File: config.mk
export PLATFORM = sky130hd
export DESIGN_NAME = eip_irq_front
export DESIGN_NICKNAME = d
export VERILOG_FILES = /design/src/logic/eip_pkg.sv /design/src/logic/eip_irq_front.sv
export SDC_FILE = /design/constraint.sdc
export NUM_CORES = 1
export LEC_CHECK = 0
export BUFFER_PORTS_ARGS = -buffer_cell sky130_fd_sc_hd__buf_2
export CORE_MARGIN = 10
export CORE_UTILIZATION = 50
export DETAILED_ROUTE_END_ITERATION = 10
export PLACE_DENSITY_LB_ADDON = 0.08
export SLEW_MARGIN = 15
export SYNTH_ARGS = -nofsm -noshare
export SYNTH_HDL_FRONTEND = slang
export SYNTH_SLANG_ARGS = --single-unit
File: constraint.sdc
create_clock -name sys_clk_i -period 2.88 [get_ports sys_clk_i]
set_clock_uncertainty 0.1 [all_clocks]
set_input_delay 0 -clock sys_clk_i [delete_from_list [all_inputs] [get_ports sys_clk_i]]
set_output_delay 0 -clock sys_clk_i [all_outputs]
set_load 0.01 [all_outputs]
File: src/logic/eip_pkg.sv
// Constants, state type and per-source qualifier for the interrupt front end.
`timescale 1ns/100ps
package eip_pkg;
  localparam int unsigned NUM_SRC       = 5;
  localparam int unsigned IDX_W         = 3;
  localparam logic [2:0]  SRC_ZERO      = 3'h0;
  localparam logic [2:0]  SRC_ONE       = 3'h1;
  localparam logic [2:0]  SRC_TWO       = 3'h2;
  localparam logic [2:0]  SRC_THREE     = 3'h3;
  localparam logic [2:0]  SRC_FOUR      = 3'h4;
  localparam logic [7:0]  VEC_ZERO      = 8'h0C;
  localparam logic [7:0]  VEC_ONE       = 8'h0D;
  localparam logic [7:0]  VEC_TWO       = 8'h0E;
  localparam logic [7:0]  VEC_THREE     = 8'h0F;
  localparam logic [7:0]  VEC_FOUR      = 8'h11;
  localparam logic [7:0]  VEC_RESET     = 8'h00;
  localparam logic [4:0]  NONE_PEND     = 5'h00;
  localparam logic [4:0]  ONE_HOT_LSB   = 5'h01;
  localparam int unsigned CLK_PERIOD_NS = 5;
  localparam int unsigned ACK_TIME_NS   = 10;
  localparam int unsigned ACK_CYCLES    =
    (ACK_TIME_NS + CLK_PERIOD_NS - 1) / CLK_PERIOD_NS;
  localparam logic [2:0]  ACK_CNT_LAST  = 3'(ACK_CYCLES - 1);
  localparam logic [2:0]  ACK_CNT_ZERO  = 3'h0;

  typedef enum logic [2:0] {
    EIP_IDLE = 3'b001,
    EIP_REQ  = 3'b010,
    EIP_ACK  = 3'b100
  } eip_state_t;
endpackage

module eip_src_qual
  import eip_pkg::*;
(
  // Request line and its qualifiers.
  input  wire logic req_i,
  input  wire logic mask_i,
  input  wire logic as_ack_i,
  // Qualified request.
  output logic      pend_o
);
  // A masked line, or a pin lent to an acknowledge, never raises a request.
  assign pend_o = req_i & ~mask_i & ~as_ack_i; // see RULE_02 see RULE_03
endmodule

File: src/logic/eip_irq_front.sv
// External interrupt pin front end with cascade acknowledge handshake.
//
// Behaviour
// RULE_01: Each request line maps to fixed vector type.
// RULE_02: Requests are active high and individually maskable.
// RULE_03: Cascade mode turns lines two, three into acknowledges.
// RULE_04: Servicing line zero pulses acknowledge zero low.
// RULE_05: Servicing line one pulses acknowledge one low.
// RULE_06: Simultaneous requests served lowest-numbered line first.
`timescale 1ns/100ps
module eip_irq_front
  import eip_pkg::*;
(
  // Clock and reset.
  input  wire logic       sys_clk_i,
  input  wire logic       srst_i,
  // Request pins.
  input  wire logic       irq_in_zero_i,
  input  wire logic       irq_in_one_i,
  input  wire logic       irq_in_two_i,
  input  wire logic       irq_in_three_i,
  input  wire logic       irq_in_four_i,
  // Shared pins driven as acknowledges in cascade mode.
  output logic            irq_ack_zero_low_o,
  output logic            irq_ack_zero_oe_n_o,
  output logic            irq_ack_one_low_o,
  output logic            irq_ack_one_oe_n_o,
  // Configuration from the interrupt unit.
  input  wire logic [4:0] irq_mask_i,
  input  wire logic       cascade_mode_i,
  // Request towards the processor core.
  output logic            req_valid_o,
  output logic [7:0]      vec_type_o,
  output logic [2:0]      src_idx_o,
  input  wire logic       svc_ack_i
);
  eip_state_t  state_q, state_d;
  logic [2:0]  idx_q, idx_d;
  logic [7:0]  vec_q, vec_d;
  logic [2:0]  cnt_q, cnt_d;
  logic        ack0_n_q, ack0_n_d;
  logic        ack1_n_q, ack1_n_d;
  logic        oe_n_q, oe_n_d;
  logic [4:0]  pin_vec;
  logic [4:0]  lent_vec;
  logic [4:0]  pend_vec;
  logic [2:0]  sel_idx;
  logic        pend_any;

  function automatic logic [7:0] vec_lut(input logic [2:0] idx);
    case (idx)
      SRC_ZERO:  vec_lut = VEC_ZERO;
      SRC_ONE:   vec_lut = VEC_ONE;
      SRC_TWO:   vec_lut = VEC_TWO;
      SRC_THREE: vec_lut = VEC_THREE;
      default:   vec_lut = VEC_FOUR;
    endcase
  endfunction

  assign pin_vec  = {irq_in_four_i, irq_in_three_i, irq_in_two_i,
                     irq_in_one_i, irq_in_zero_i};
  assign lent_vec = {1'b0, cascade_mode_i, cascade_mode_i, 1'b0, 1'b0};

  genvar g;
  generate
    for (g = 0; g < NUM_SRC; g++) begin : gen_src
      eip_src_qual u_qual (
        .req_i    (pin_vec[g]),
        .mask_i   (irq_mask_i[g]),
        .as_ack_i (lent_vec[g]),
        .pend_o   (pend_vec[g])
      );
    end
  endgenerate

  // Lowest-numbered pending line wins.
  always_comb begin
    sel_idx  = SRC_FOUR;
    pend_any = (pend_vec != NONE_PEND);
    for (int i = NUM_SRC - 1; i >= 0; i--) begin // see RULE_06
      if (pend_vec[i]) begin
        sel_idx = 3'(i);
      end
    end
  end

  // The chosen line is held until the core accepts it; a line that drops
  // meanwhile is still delivered, so sources need not hold until serviced.
  always_comb begin
    state_d = state_q;
    idx_d   = idx_q;
    vec_d   = vec_q;
    cnt_d   = cnt_q;
    case (state_q)
      EIP_IDLE: begin
        if (pend_any) begin
          state_d = EIP_REQ;
          idx_d   = sel_idx;
          vec_d   = vec_lut(sel_idx); // see RULE_01
        end
      end
      EIP_REQ: begin
        if (svc_ack_i) begin
          if (cascade_mode_i && (idx_q == SRC_ZERO || idx_q == SRC_ONE)) begin
            state_d = EIP_ACK; // see RULE_04 see RULE_05
            cnt_d   = ACK_CNT_ZERO;
          end else begin
            state_d = EIP_IDLE;
          end
        end
      end
      EIP_ACK: begin
        cnt_d = cnt_q + 3'h1;
        if (cnt_q == ACK_CNT_LAST) begin
          state_d = EIP_IDLE;
          cnt_d   = ACK_CNT_ZERO;
        end
      end
      default: begin
        state_d = EIP_IDLE;
      end
    endcase
    ack0_n_d = !(state_d == EIP_ACK && idx_d == SRC_ZERO); // see RULE_04
    ack1_n_d = !(state_d == EIP_ACK && idx_d == SRC_ONE);  // see RULE_05
    oe_n_d   = !cascade_mode_i; // see RULE_03
  end

  always_ff @(posedge sys_clk_i) begin
    if (srst_i) begin
      state_q  <= EIP_IDLE;
      idx_q    <= SRC_ZERO;
      vec_q    <= VEC_RESET;
      cnt_q    <= ACK_CNT_ZERO;
      ack0_n_q <= 1'b1;
      ack1_n_q <= 1'b1;
      oe_n_q   <= 1'b1;
    end else begin
      state_q  <= state_d;
      idx_q    <= idx_d;
      vec_q    <= vec_d;
      cnt_q    <= cnt_d;
      ack0_n_q <= ack0_n_d;
      ack1_n_q <= ack1_n_d;
      oe_n_q   <= oe_n_d;
    end
  end

  assign req_valid_o         = (state_q == EIP_REQ);
  assign vec_type_o          = vec_q;
  assign src_idx_o           = idx_q;
  assign irq_ack_zero_low_o  = ack0_n_q;
  assign irq_ack_one_low_o   = ack1_n_q;
  assign irq_ack_zero_oe_n_o = oe_n_q;
  assign irq_ack_one_oe_n_o  = oe_n_q;
endmodule

==> results by stage, run 1 <==
Finish:
- The repair_antennas step left the layout with diodes totalling 0.
- After routing the design area is 955 µm².
- The count of nets after finishing is 128.
- The growth of design area from synthesis to finish is 23.7%.
- The post-route netlist has 32.7% of its cells at a drive strength greater than 1.
- For this run, the number of standard cells in the final layout without fillers is 129.
- At the end of the flow the core is filled with cells to 64.1%.

Route:
- After detailed routing, the number of remaining DRC violations is 0.
- Once detail routing completed, the nets flagged for antenna violations numbered 0.
- Using the TritonRoute via totals, the vias-per-cell ratio works out to 5.36.
- After detailed routing, the total wire length is 1800 µm.
- In the final routed layout, each cell accounts on average for 14.0 µm.
- The number of vias in the routed layout is 692.
- The initial DRC count is 13.
- For this run, the detailed router's first-pass iteration total came to 4.

Global route:
- Entering global routing, the biggest net connects 15 pins.
- After global routing the overflow that remains totals 0.
- The first-pass GRT wire length is 3110 µm.
- The initial antenna violation count is 0.
- Global routing used 11.0% of the available tracks across all layers.
- The number of global-route vias before repair is 669.

Synthesis:
- Sequential cells were found to cover 41.5% of the synthesized design area.
- Synthesis handed over a netlist of 84 instances.
- In this run the mean area of a mapped cell was 9.19 µm².
- The netlist area before placement is 772 µm².
- Synthesis inferred 16 register bits.
- The number of different library cells used by synthesis comes to 33.
- The Yosys step of the flow raised 0 warnings.

Clocking:
- Buffers added to address setup during post-CTS repair amount to 0.
- The clock latency on the worst-skew pair is 0.28 ns.
- The number of buffers inserted during clock tree synthesis is 3.
- The number of H-tree levels is 1.
- The clock transition at the registers of the reported paths is 0.09 ns.
- The buffer levels on the longest clock path is 2.
- TritonCTS built the clock tree.
- The sink count of the clock tree is 16.
- In this run the clock root is driven by a clkbuf_4.
- The number of gates resized after cts is 0.

Timing:
- The share of the cycle needed by the critical path after routing is 61.8%.
- The tightest hold path in the finished design has a slack of 0.0317 ns.
- The worst path needs 1.78 ns of the cycle, external delays included.
- The number of setup violations in the final report is 0.
- The max-slew headroom at the worst pin is 64.0%.
- The final critical-path setup slack is 1.10 ns.
- Setup repair after global routing left no endpoint under its margin.
- The slew of the pin with the lowest slew margin is 0.535 ns.
- Setup total negative slack on the finished layout was measured at 0 ns.
- The final number of hold-violating endpoints is 0.
- The max-slew violation total from the final report came to 0.
- The highest clock frequency the design can meet is 0.562 GHz.

Critical path:
- The endpoint of the worst-slack reg-to-reg timing path is irq_ack_one_low_o.
- The worst path arrival time is 1.85 ns.
- The launch point of the critical path is state_q[2].
- By startpoint and endpoint, the worst setup path is classified as reg -> reg.
- The setup check on the worst reg-to-reg path leaves a slack of 1.10 ns.
- Measured in cells, the most critical reg-to-reg path has a length of 5.
- The launch instance of the worst register-to-register path is state_q[2].
- STA puts the critical path data required time at 2.95 ns.
- Of all nets on the critical path, the largest fanout is 7.
- The kind of start point of the critical path is a register.
- The critical path ends at irq_ack_one_low_o.
- The worst setup path is captured at a register.

Placement:
- Detailed placement ended at an HPWL of 1430 µm.
- Once placement completed, the tool counted placed cells totaling 122.
- The post-detailed-placement cell area is 888 µm².
- The global placement routability congestion is 0.763.
- During placement, the flow inserted port buffers numbering 26.
- The setup slack at placement is 1.10 ns.

Status:
- The flow ran to the end, and the final reports show no timing, DRC or antenna violations.

Power and ir drop:
- The analysis attributes to net switching a power of 134 µW.
- The internal portion of the total power is 357 µW.
- Net switching is 27.3% of the power.
- The power per unit of standard cell area is 514 nW/µm².
- Combinational cells account for 20.8% of the total power.
- Summing internal, switching and leakage power gives 491 µW.
- Across the VDD grid, the largest voltage drop is 397 µV.
- The clock share of power is 29.5%.
- The static leakage is 0.408 nW.
- Registers are responsible for 49.7% of the overall power.

Die:
- The number of ports placed on the die boundary is 30.
- The effective utilization at floorplan is 51.8%.
- The floorplan step defined a core boundary enclosing 1490 µm².
- In this run the vertical extent of the chip is 59.3 µm.
- The floorplan step defined a die boundary enclosing 3520 µm².
- In this run the core area contains 14 standard-cell rows.
- The die extent in x is 59.3 µm.

Flow run:
- Across the run, the number of max-cap violations was 0.

Min path:
- The startpoint identified for the worst hold timing path is irq_in_one_i.
- The kind of path behind the tightest hold check is in -> reg.
-- worst min path at each step --
| stage | endpoint | slack [ns] | depth (start not counted) |
|---|---|---|---|
| detailed placement | irq_ack_one_oe_n_o | 0.13 | 2 |
| global route | vec_type_o[0] | 0.08 | 5 |
| finish | vec_type_o[0] | 0.03 | 5 |
| CTS | vec_type_o[0] | 0.03 | 5 |
| global placement | irq_ack_one_oe_n_o | 0.13 | 2 |
| floorplan | irq_ack_one_oe_n_o | -0.03 | 1 |
-- logic make-up after synthesis --
logic type             share of synthesized area [%]
AO/OA/AOI/OAI                                   20.1
multiplexers                                    1.30
XOR/XNOR                                        1.13
AND/OR/NAND/NOR                                 29.7
flip-flops                                      41.5
buffers and inverters                           5.83
other                                          0.486
-- layout by cell type, fill, tap and decap left out, types with 3 or more instances in the layout --
master and instances:
nor2_1 12, nor3b_2 3, nand2b_1 6, dfxtp_1 16, clkbuf_4 3, conb_1 3, a21oi_1 7, dlygate4sd3_1 3
buf_2 26
-- layer usage --
layer / global-route usage, % / vias to the layer above / wire length (µm) / share of wire (%)
met4: 3.93 / 0 / 25 / 1.4
met1: 12.8 / 311 / 743 / 41
met2: 17.4 / 24 / 830 / 46
li1: - / 353 / - / -
met5: 0 / - / 0 / 0
met3: 4.72 / 4 / 202 / 11
-- power groups by stage --
stage / registers, mW / logic (mW) / clock network [mW]
finish: 0.244 / 0.102 / 0.145
CTS: 0.244 / 0.103 / 0.151
floorplan: 0.252 / 0.0654 / 0
detailed placement: 0.249 / 0.0997 / 0
global placement: 0.248 / 0.0967 / 0
global route: 0.246 / 0.115 / 0.156
-- flip-flops by register name (all words and copies together) (netlist names) --
register	flops
vec_type_o	4
state_q	3
irq_ack_one_oe_n_o	1
cnt_q	3
irq_ack_one_low_o	1
src_idx_o	3
irq_ack_zero_low_o	1
-- cells in the mapped netlist --
cell	n	area share, %
dfxtp_1	16	41
nor2_1	12	5.8
a21oi_1	7	4.5
nand2b_1	6	4.9
buf_4	5	4.9
nor3b_2	3	4.9
a22oi_1	2	1.9
a32oi_1	2	2.3
nand2_1	2	0.97
nor2b_1	2	1.6
nor2b_4	2	3.6
nor3_1	2	1.3
o21ai_1	2	1.3
or3b_1	2	2.3
a21oi_2	1	1.1
a31oi_1	1	0.81
a41oi_1	1	1.1
and2_1	1	0.81
clkbuf_1	1	0.49
conb_1	1	0.49
inv_1	1	0.49
mux2i_1	1	1.3
nand3_1	1	0.65
nand4_1	1	0.81
nand4b_1	1	1.1
o2111ai_1	1	1.1
o21ai_0	1	0.65
o21bai_1	1	0.97
o31a_1	1	1.1
o31ai_1	1	0.97
o41ai_2	1	2.1
or2b_1	1	0.97
xnor2_1	1	1.1
-- repair_timing --
action | CTS | global route
setup endpoints to repair | 0 | 0
hold buffers | 3 | 0
endpoints found under the hold margin | 13 | 0
-- final cells by class --
class	instances	area (µm²)
Fill cell	137	534
Multi-Input combinational cell	63	414
Sequential cell	16	320
Timing Repair Buffer	29	160
Clock buffer	4	36.3
Tap cell	16	20.0
Inverter	1	3.75
-- critical path: stages (launching register included) --
cell and delay, ns:
dfxtp_1 0.39, nor3b_2 0.40, o21ai_1 0.14, a21oi_2 0.20
o21ai_1 0.08, or3b_1 0.36
Power figures use the tool's default switching activity.
==> run 2: changes to the inputs <==
Settings changed: CORE_ASPECT_RATIO set to 1.25, CORE_UTILIZATION 50 to 46.
Clock period 2.88 ns to 1.7 ns, I/O delays scaled along.
==> results by stage, run 2 (same netlist as run 1, synthesis figures left out) <==
Timing:
- The number of setup violations in the final report is 0 (unchanged).
- The final critical-path setup slack is 0.101 ns (-0.999 ns).
- The post-route minimum period is 1.60 ns (-0.181 ns).
- The share of the cycle needed by the critical path after routing is 94.1% (+32 points).
- The final number of hold-violating endpoints is 0 (unchanged).
- The highest clock frequency the design can meet is 0.625 GHz (+11%).
- The max-slew violation total from the final report is 0 (unchanged).

Finish:
- The count of nets after finishing is 137 (+7.0%).
- The growth of design area from synthesis to finish is 36.3%.
- The total non-filler cell area in the finished layout was 1050 µm² (+10%).
- The antenna cell count is 0 (unchanged).
- The number of flip-flops under the largest register name came to 4 (unchanged).
- The share of final-layout standard cells stronger than drive strength 1 is 41.0% (+8.2 points).
- The most common cell after layout, fill and taps aside is buf_2.
- The top cell types in the final layout, fill and taps aside, are buf_2, dfxtp_1, nor2_1.

Clocking:
- The number of H-tree levels is 1 (unchanged).
- The cell sitting at the root of the clock tree is a clkbuf_4.
- The TritonCTS clock tree is yes.
- The number of buffers inserted during clock tree synthesis is 3 (unchanged).
- The clock latency on the worst-skew pair came to 0.29 ns (about the same).
- The clock transition at the registers of the reported paths is 0.09 ns (about the same).
- The buffer levels on the longest clock path is 2 (unchanged).
- The sink count of the clock tree is 16 (unchanged).

Die:
- The area inside the core boundary is 1580 µm² (+6.2%).
- The full die area is 3730 µm² (+6.0%).
- The number of ports placed on the die boundary came to 30 (unchanged).
- The die extent in x was 56.6 µm (-4.5%).
- The number of rows in the core area came to 16 (+2).
- The height of the chip is 65.8 µm (+11%).
- The effective utilization at floorplan came to 48.8% (-3.0 points).

Critical path:
- In this run the critical register-to-register path is captured at irq_ack_one_low_o.
- STA classifies the critical path startpoint as a register.
- The slowest stage of the critical path is the or3b_1 cell.
- Tracing the worst setup path back leads to its startpoint at state_q[0].
- STA classifies the critical path endpoint as a register.
- The critical-path maximum fanout is 2 (-5).
- The worst path arrival time came to 1.68 ns (-0.17 ns).
- The depth of the worst register-to-register path was 6 (+1).
- The worst endpoint required time is 1.78 ns (-1.17 ns).
- The class of the most critical setup path is reg -> reg.
- Following the worst setup path forward leads to its endpoint at irq_ack_one_low_o.
- The flop-to-flop setup slack is 0.10 ns (-1.00 ns).
- The critical path's largest stage delay was 0.36 ns (-0.04 ns).
- In this run the critical register-to-register path is launched from state_q[0].
- The signal on the critical path passes through buf_4 -> nor3b_4 -> nand4_1 -> a21oi_2 -> o21ai_1 -> or3b_1.

Global route:
- The maximum number of pins on one net before global-route repair came to 15 (unchanged).
- The sum of overflow across all layers after global routing came to 0 (unchanged).
- The aggregate global-route resource usage came to 10.4% (-0.61 points).
- The number of global-route vias before repair is 744 (+11%).
- The initial antenna violation count is 0 (unchanged).
- The first-pass GRT wire length is 3250 µm (+4.4%).

Placement:
- The setup slack at placement is 0.00637 ns (-1.09 ns).
- The post-detailed-placement cell area was 936 µm² (+5.4%).
- The global placement routability congestion was 0.796 (+4.3%).
- The count of buffers from port buffering is 26 (unchanged).
- The half-perimeter wire length of the detailed placement result is 1550 µm (+8.2%).

Status:
- The flow ran to the end, and the final reports show no timing, DRC or antenna violations.

Route:
- The number of vias in the routed layout is 739 (+6.8%).
- The routed length per instance is 14.3 µm (+2.3%).
- The number of iterations in the first detailed-routing pass came to 4 (unchanged).
- The total routed wire length on the met1 layer came to 837 µm (+13%).
- The initial DRC count is 7 (-6).
- The sum of met3 wire segment lengths after detailed routing is 154 µm (-24%).
- The post-detailed-route via-to-cell ratio is 5.28 (-1.6%).
- The total routed wirelength was 2000 µm (+11%).
- The detailed route wirelength on metal2 is 986 µm (+19%).
- The highest metal layer carrying signal wires in the routed design is met4.
- The number of nets with antenna violations after detailed routing came to 0 (unchanged).
- The residual DRC count is 0 (unchanged).

Power and ir drop:
- The overall power of the completed layout was 886 µW (+81%).
- The power per unit of standard cell area is 842 nW/µm² (+64%).
- The static leakage is 0.458 nW (+12%).
- The worst ir drop on vdd is 695 µV (+75%).

Min path:
- The kind of path behind the tightest hold check is in -> reg.

Flow run:
- The number of maximum-capacitance constraint violations is 0 (unchanged).
==> run 2: what timing repair did <==
item                                   CTS  global route
setup endpoints to repair                1             1
pin swaps                                0             5
hold buffers                             3             0
setup buffers                            0             3
endpoints found under the hold margin   13             0
gates resized for setup                  1             6
==> run 2: layout make-up <==
| type | instances | area (µm²) |
|---|---|---|
| Fill cell | 151 | 529 |
| Timing Repair Buffer | 38 | 228 |
| Sequential cell | 16 | 324 |
| Multi-Input combinational cell | 63 | 438 |
| Clock buffer | 4 | 36.3 |
| Inverter | 1 | 3.75 |
| Tap cell | 18 | 22.5 |
==> run 2: critical path, delay by kind of cell, from the launching register on <==
kind | cells | cell delay, ns
simple gates | 3 | 0.66
buf+inv | 1 | 0.15
flops | 1 | 0.33
compound gates | 2 | 0.26
==> run 2: report_power, final <==
part	internal, mW	leakage [nW]	switching [mW]
registers	0.399	0.131	0.0167
logic	0.108	0.306	0.108
clock network	0.130	0.0210	0.123
==> run 2: metrics by stage <==
step	std cells	utilization, %	hold slack, ns	TNS [ns]
2_1_floorplan	86	-	-0.0270	0
3_3_place_gp	130	59.2	0.134	0
3_5_place_dp	130	59.2	0.133	0
4_1_cts	137	63.8	0.0302	0
5_1_grt	140	66.5	0.0911	-0.0222
6_report	140	66.5	0.0250	0
==> run 2: routing by layer <==
| layer | vias up | track usage (%) |
|---|---|---|
| li1 | 370 | - |
| met1 | 344 | 12.0 |
| met2 | 23 | 17.4 |
| met3 | 2 | 3.46 |
| met4 | 0 | 3.61 |
| met5 | - | 0 |
==> run 2: how the worst min path moves through the flow <==
| stage | cells past startpoint | endpoint | slack [ns] | from |
|---|---|---|---|---|
| floorplan | 1 | irq_ack_one_oe_n_o | -0.03 | cascade_mode_i |
| finish | 5 | vec_type_o[0] | 0.03 | irq_in_one_i |
| CTS | 5 | vec_type_o[0] | 0.03 | irq_in_one_i |
| detailed placement | 2 | irq_ack_one_oe_n_o | 0.13 | cascade_mode_i |
| global placement | 2 | irq_ack_one_oe_n_o | 0.13 | cascade_mode_i |
| global route | 4 | state_q[2] | 0.09 | cascade_mode_i |
==> run 3: changes to the inputs <==
==> constraint.sdc (replaced) <==
create_clock -name sys_clk_i -period 1.7 [get_ports sys_clk_i]
set_clock_uncertainty 0.1 [all_clocks]
set_input_delay 0.085 -clock sys_clk_i [delete_from_list [all_inputs] [get_ports sys_clk_i]]
set_output_delay 0.085 -clock sys_clk_i [all_outputs]
set_load 0.01 [all_outputs]
==> results by stage, run 3 (same netlist as run 1, synthesis figures left out) <==
Finish:
- The number of non-filler instances in the completed layout came to 136 (-2.9%).
- The utilization after layout is 63.8% (-2.8 points).
- The register cell area after layout was 325 µm² (+0.39%).
- Compared with the post-synthesis result, the final layout area differs by 30.6%.
- The number of flip-flops under the largest register name is 4 (unchanged).
- The share of final-layout standard cells stronger than drive strength 1 is 39.0% (-2.0 points).
- The top cell types in the final layout, fill and taps aside, are buf_2, dfxtp_1, nor2_1.
- The most common cell after layout, fill and taps aside is buf_2.
- The number of fill cells is 144 (-4.6%).
- The count of nets after finishing came to 133 (-2.9%).
- The area of the multi-input gates is 425 µm² (-2.9%).
- The antenna cell count is 0 (unchanged).

Global route:
- The aggregate global-route resource usage was 10.1% (-0.34 points).
- The sum of overflow across all layers after global routing is 0 (unchanged).
- The maximum number of pins on one net before global-route repair was 15 (unchanged).
- The initial antenna violation count is 0 (unchanged).
- The first-pass GRT wire length was 3080 µm (-5.3%).
- The number of global-route vias before repair is 707 (-5.0%).

Clocking:
- The clock transition at the registers of the reported paths is 0.10 ns (about the same).
- The buffer cell driving the clock tree root is clkbuf_4.
- The number of H-tree levels is 1 (unchanged).
- The clock latency on the worst-skew pair is 0.28 ns (about the same).
- The post-CTS setup repair buffer count is 0 (unchanged).
- The buffer levels on the longest clock path is 2 (unchanged).
- The number of buffers inserted during clock tree synthesis is 3 (unchanged).
- The sink count of the clock tree came to 16 (unchanged).
- TritonCTS built the clock tree.

Die:
- The height of the chip was 65.8 µm (unchanged).
- The die extent in x is 56.6 µm (unchanged).
- The area inside the core boundary came to 1580 µm² (unchanged).
- The number of ports placed on the die boundary came to 30 (unchanged).
- The number of rows in the core area is 16 (unchanged).
- The full die area was 3730 µm² (unchanged).
- The effective utilization at floorplan is 48.8% (unchanged).

Min path:
- The kind of path behind the tightest hold check is in -> reg.
- The cell depth of the worst hold path is 2 (-3).

Power and ir drop:
- The net switching share of the total power is 27.6% (-0.47 points).
- The combinational cell fraction of total power was 22.9% (-1.5 points).
- The internal portion of total power came to 625 µW (-1.9%).
- The clock share of power is 28.7% (about the same).
- The proportion of power drawn by flip-flops and latches is 48.4% (+1.5 points).
- The net switching component of the power was 238 µW (-4.2%).
- The power per unit of standard cell area is 856 nW/µm² (+1.7%).
- The worst ir drop on vdd is 583 µV (-16%).
- The static leakage is 0.437 nW (-4.7%).

Flow run:
- The number of maximum-capacitance constraint violations is 0 (unchanged).

Route:
- The total routed wire length on the met1 layer is 795 µm (-5.0%).
- The total routed wirelength is 1960 µm (-1.9%).
- In this run the top signal layer used is met4.
- The number of vias in the routed layout is 743 (+0.54%).
- The post-detailed-route via-to-cell ratio is 5.46 (+3.5%).
- The sum of met3 wire segment lengths after detailed routing is 205 µm (+33%).
- The residual DRC count was 0 (unchanged).
- The number of iterations in the first detailed-routing pass is 4 (unchanged).
- The routed length per instance is 14.4 µm (+1.0%).
- The initial DRC count is 26 (+19).
- The number of nets with antenna violations after detailed routing came to 0 (unchanged).
- The detailed route wirelength on metal2 came to 946 µm (-4.1%).

Timing:
- The max-slew violation total from the final report came to 0 (unchanged).
- The share of the cycle needed by the critical path after routing is 94.8% (+0.73 points).
- The final number of hold-violating endpoints was 0 (unchanged).
- The highest clock frequency the design can meet was 0.620 GHz (-0.77%).
- The number of setup violations in the final report is 0 (unchanged).
- The post-route minimum period is 1.61 ns (+0.0124 ns).
- The total negative slack for setup checks is 0 ns (unchanged).

Critical path:
- The flop-to-flop setup slack is 0.09 ns (about the same).
- The depth of the worst register-to-register path is 4 (-2).
- The cell family contributing the most delay on the critical path is simple AND/OR/NAND/NOR gates.
- The kind of start point of the critical path is a register.
- The signal on the critical path passes through nor3b_4 -> o31ai_2 -> a32oi_1 -> or3b_1.
- The count of cell instances traversed by the critical path is 4 (-2).
- The class of the most critical setup path is reg -> reg.
- The buffering stage count on the worst path with inverters included was 0 (-1).
- The cell type of the slowest stage on the worst timing path is dfxtp_1.
- The worst endpoint required time is 1.77 ns (about the same).
- The worst path arrival time is 1.68 ns (about the same).
- The worst setup path is captured at a register.
- The critical path's largest stage delay is 0.37 ns (about the same).
- The critical-path maximum fanout is 6 (+4).

Placement:
- The half-perimeter wire length of the detailed placement result is 1530 µm (-1.2%).
- The count of buffers from port buffering was 26 (unchanged).
- The global placement routability congestion is 0.806 (+1.2%).
- The instance count after placement with tap cells included came to 130 (unchanged).

Status:
- The run finished with clean final reports.
-- run 3: worst reg2reg max path: stages, from the launching register on --
cell and delay [ns]:
dfxtp_1 0.37, nor3b_4 0.33, o31ai_2 0.14, a32oi_1 0.21
or3b_1 0.36
-- run 3: power groups by stage --
stage	Sequential (mW)	Clock, mW	Combinational [mW]
final	0.418	0.247	0.198
after global routing	0.421	0.273	0.217
after floorplan	0.428	0	0.111
after global placement	0.421	0	0.184
after CTS	0.416	0.252	0.194
after detailed placement	0.423	0	0.187
-- run 3: routing by layer --
metal	up-vias	track usage, %
met1	344	10.7
met4	0	2.71
met3	2	5.00
met2	34	17.2
met5	-	0
li1	363	-
-- run 3: worst paths after layout --
path                               startpoint                end
worst max register to register     state_q[2]  irq_ack_one_low_o
worst min-delay path                   srst_i      vec_type_o[1]
worst max-delay path               state_q[2]  irq_ack_one_low_o
worst min register to register  vec_type_o[4]      vec_type_o[4]
-- run 3: final cells by class --
cell class / count / share of cell area (%)
Timing Repair Buffer: 34 / 19.4
Tap cell: 18 / 2.23
Sequential cell: 16 / 32.3
Inverter: 1 / 0.372
Clock buffer: 4 / 3.60
Multi-Input combinational cell: 63 / 42.2
-- run 3: stage by stage --
stage	total power, mW	hold slack (ns)	setup slack [ns]	instance area (µm²)
floorplan	0.538	0.0580	0.0235	779
CTS	0.862	0.0378	0.0471	998
detailed placement	0.609	0.224	0.0140	936
global placement	0.605	0.219	0.0905	936
global route	0.910	0.0483	-0.0100	1010
finish	0.863	0.0386	0.0881	1010
-- run 3: repair_timing --
action,CTS,global route
setup endpoints to repair,1,2
resized for setup,1,4
pin swaps,0,1
endpoints found under the hold margin,2,0
hold buffers,2,0
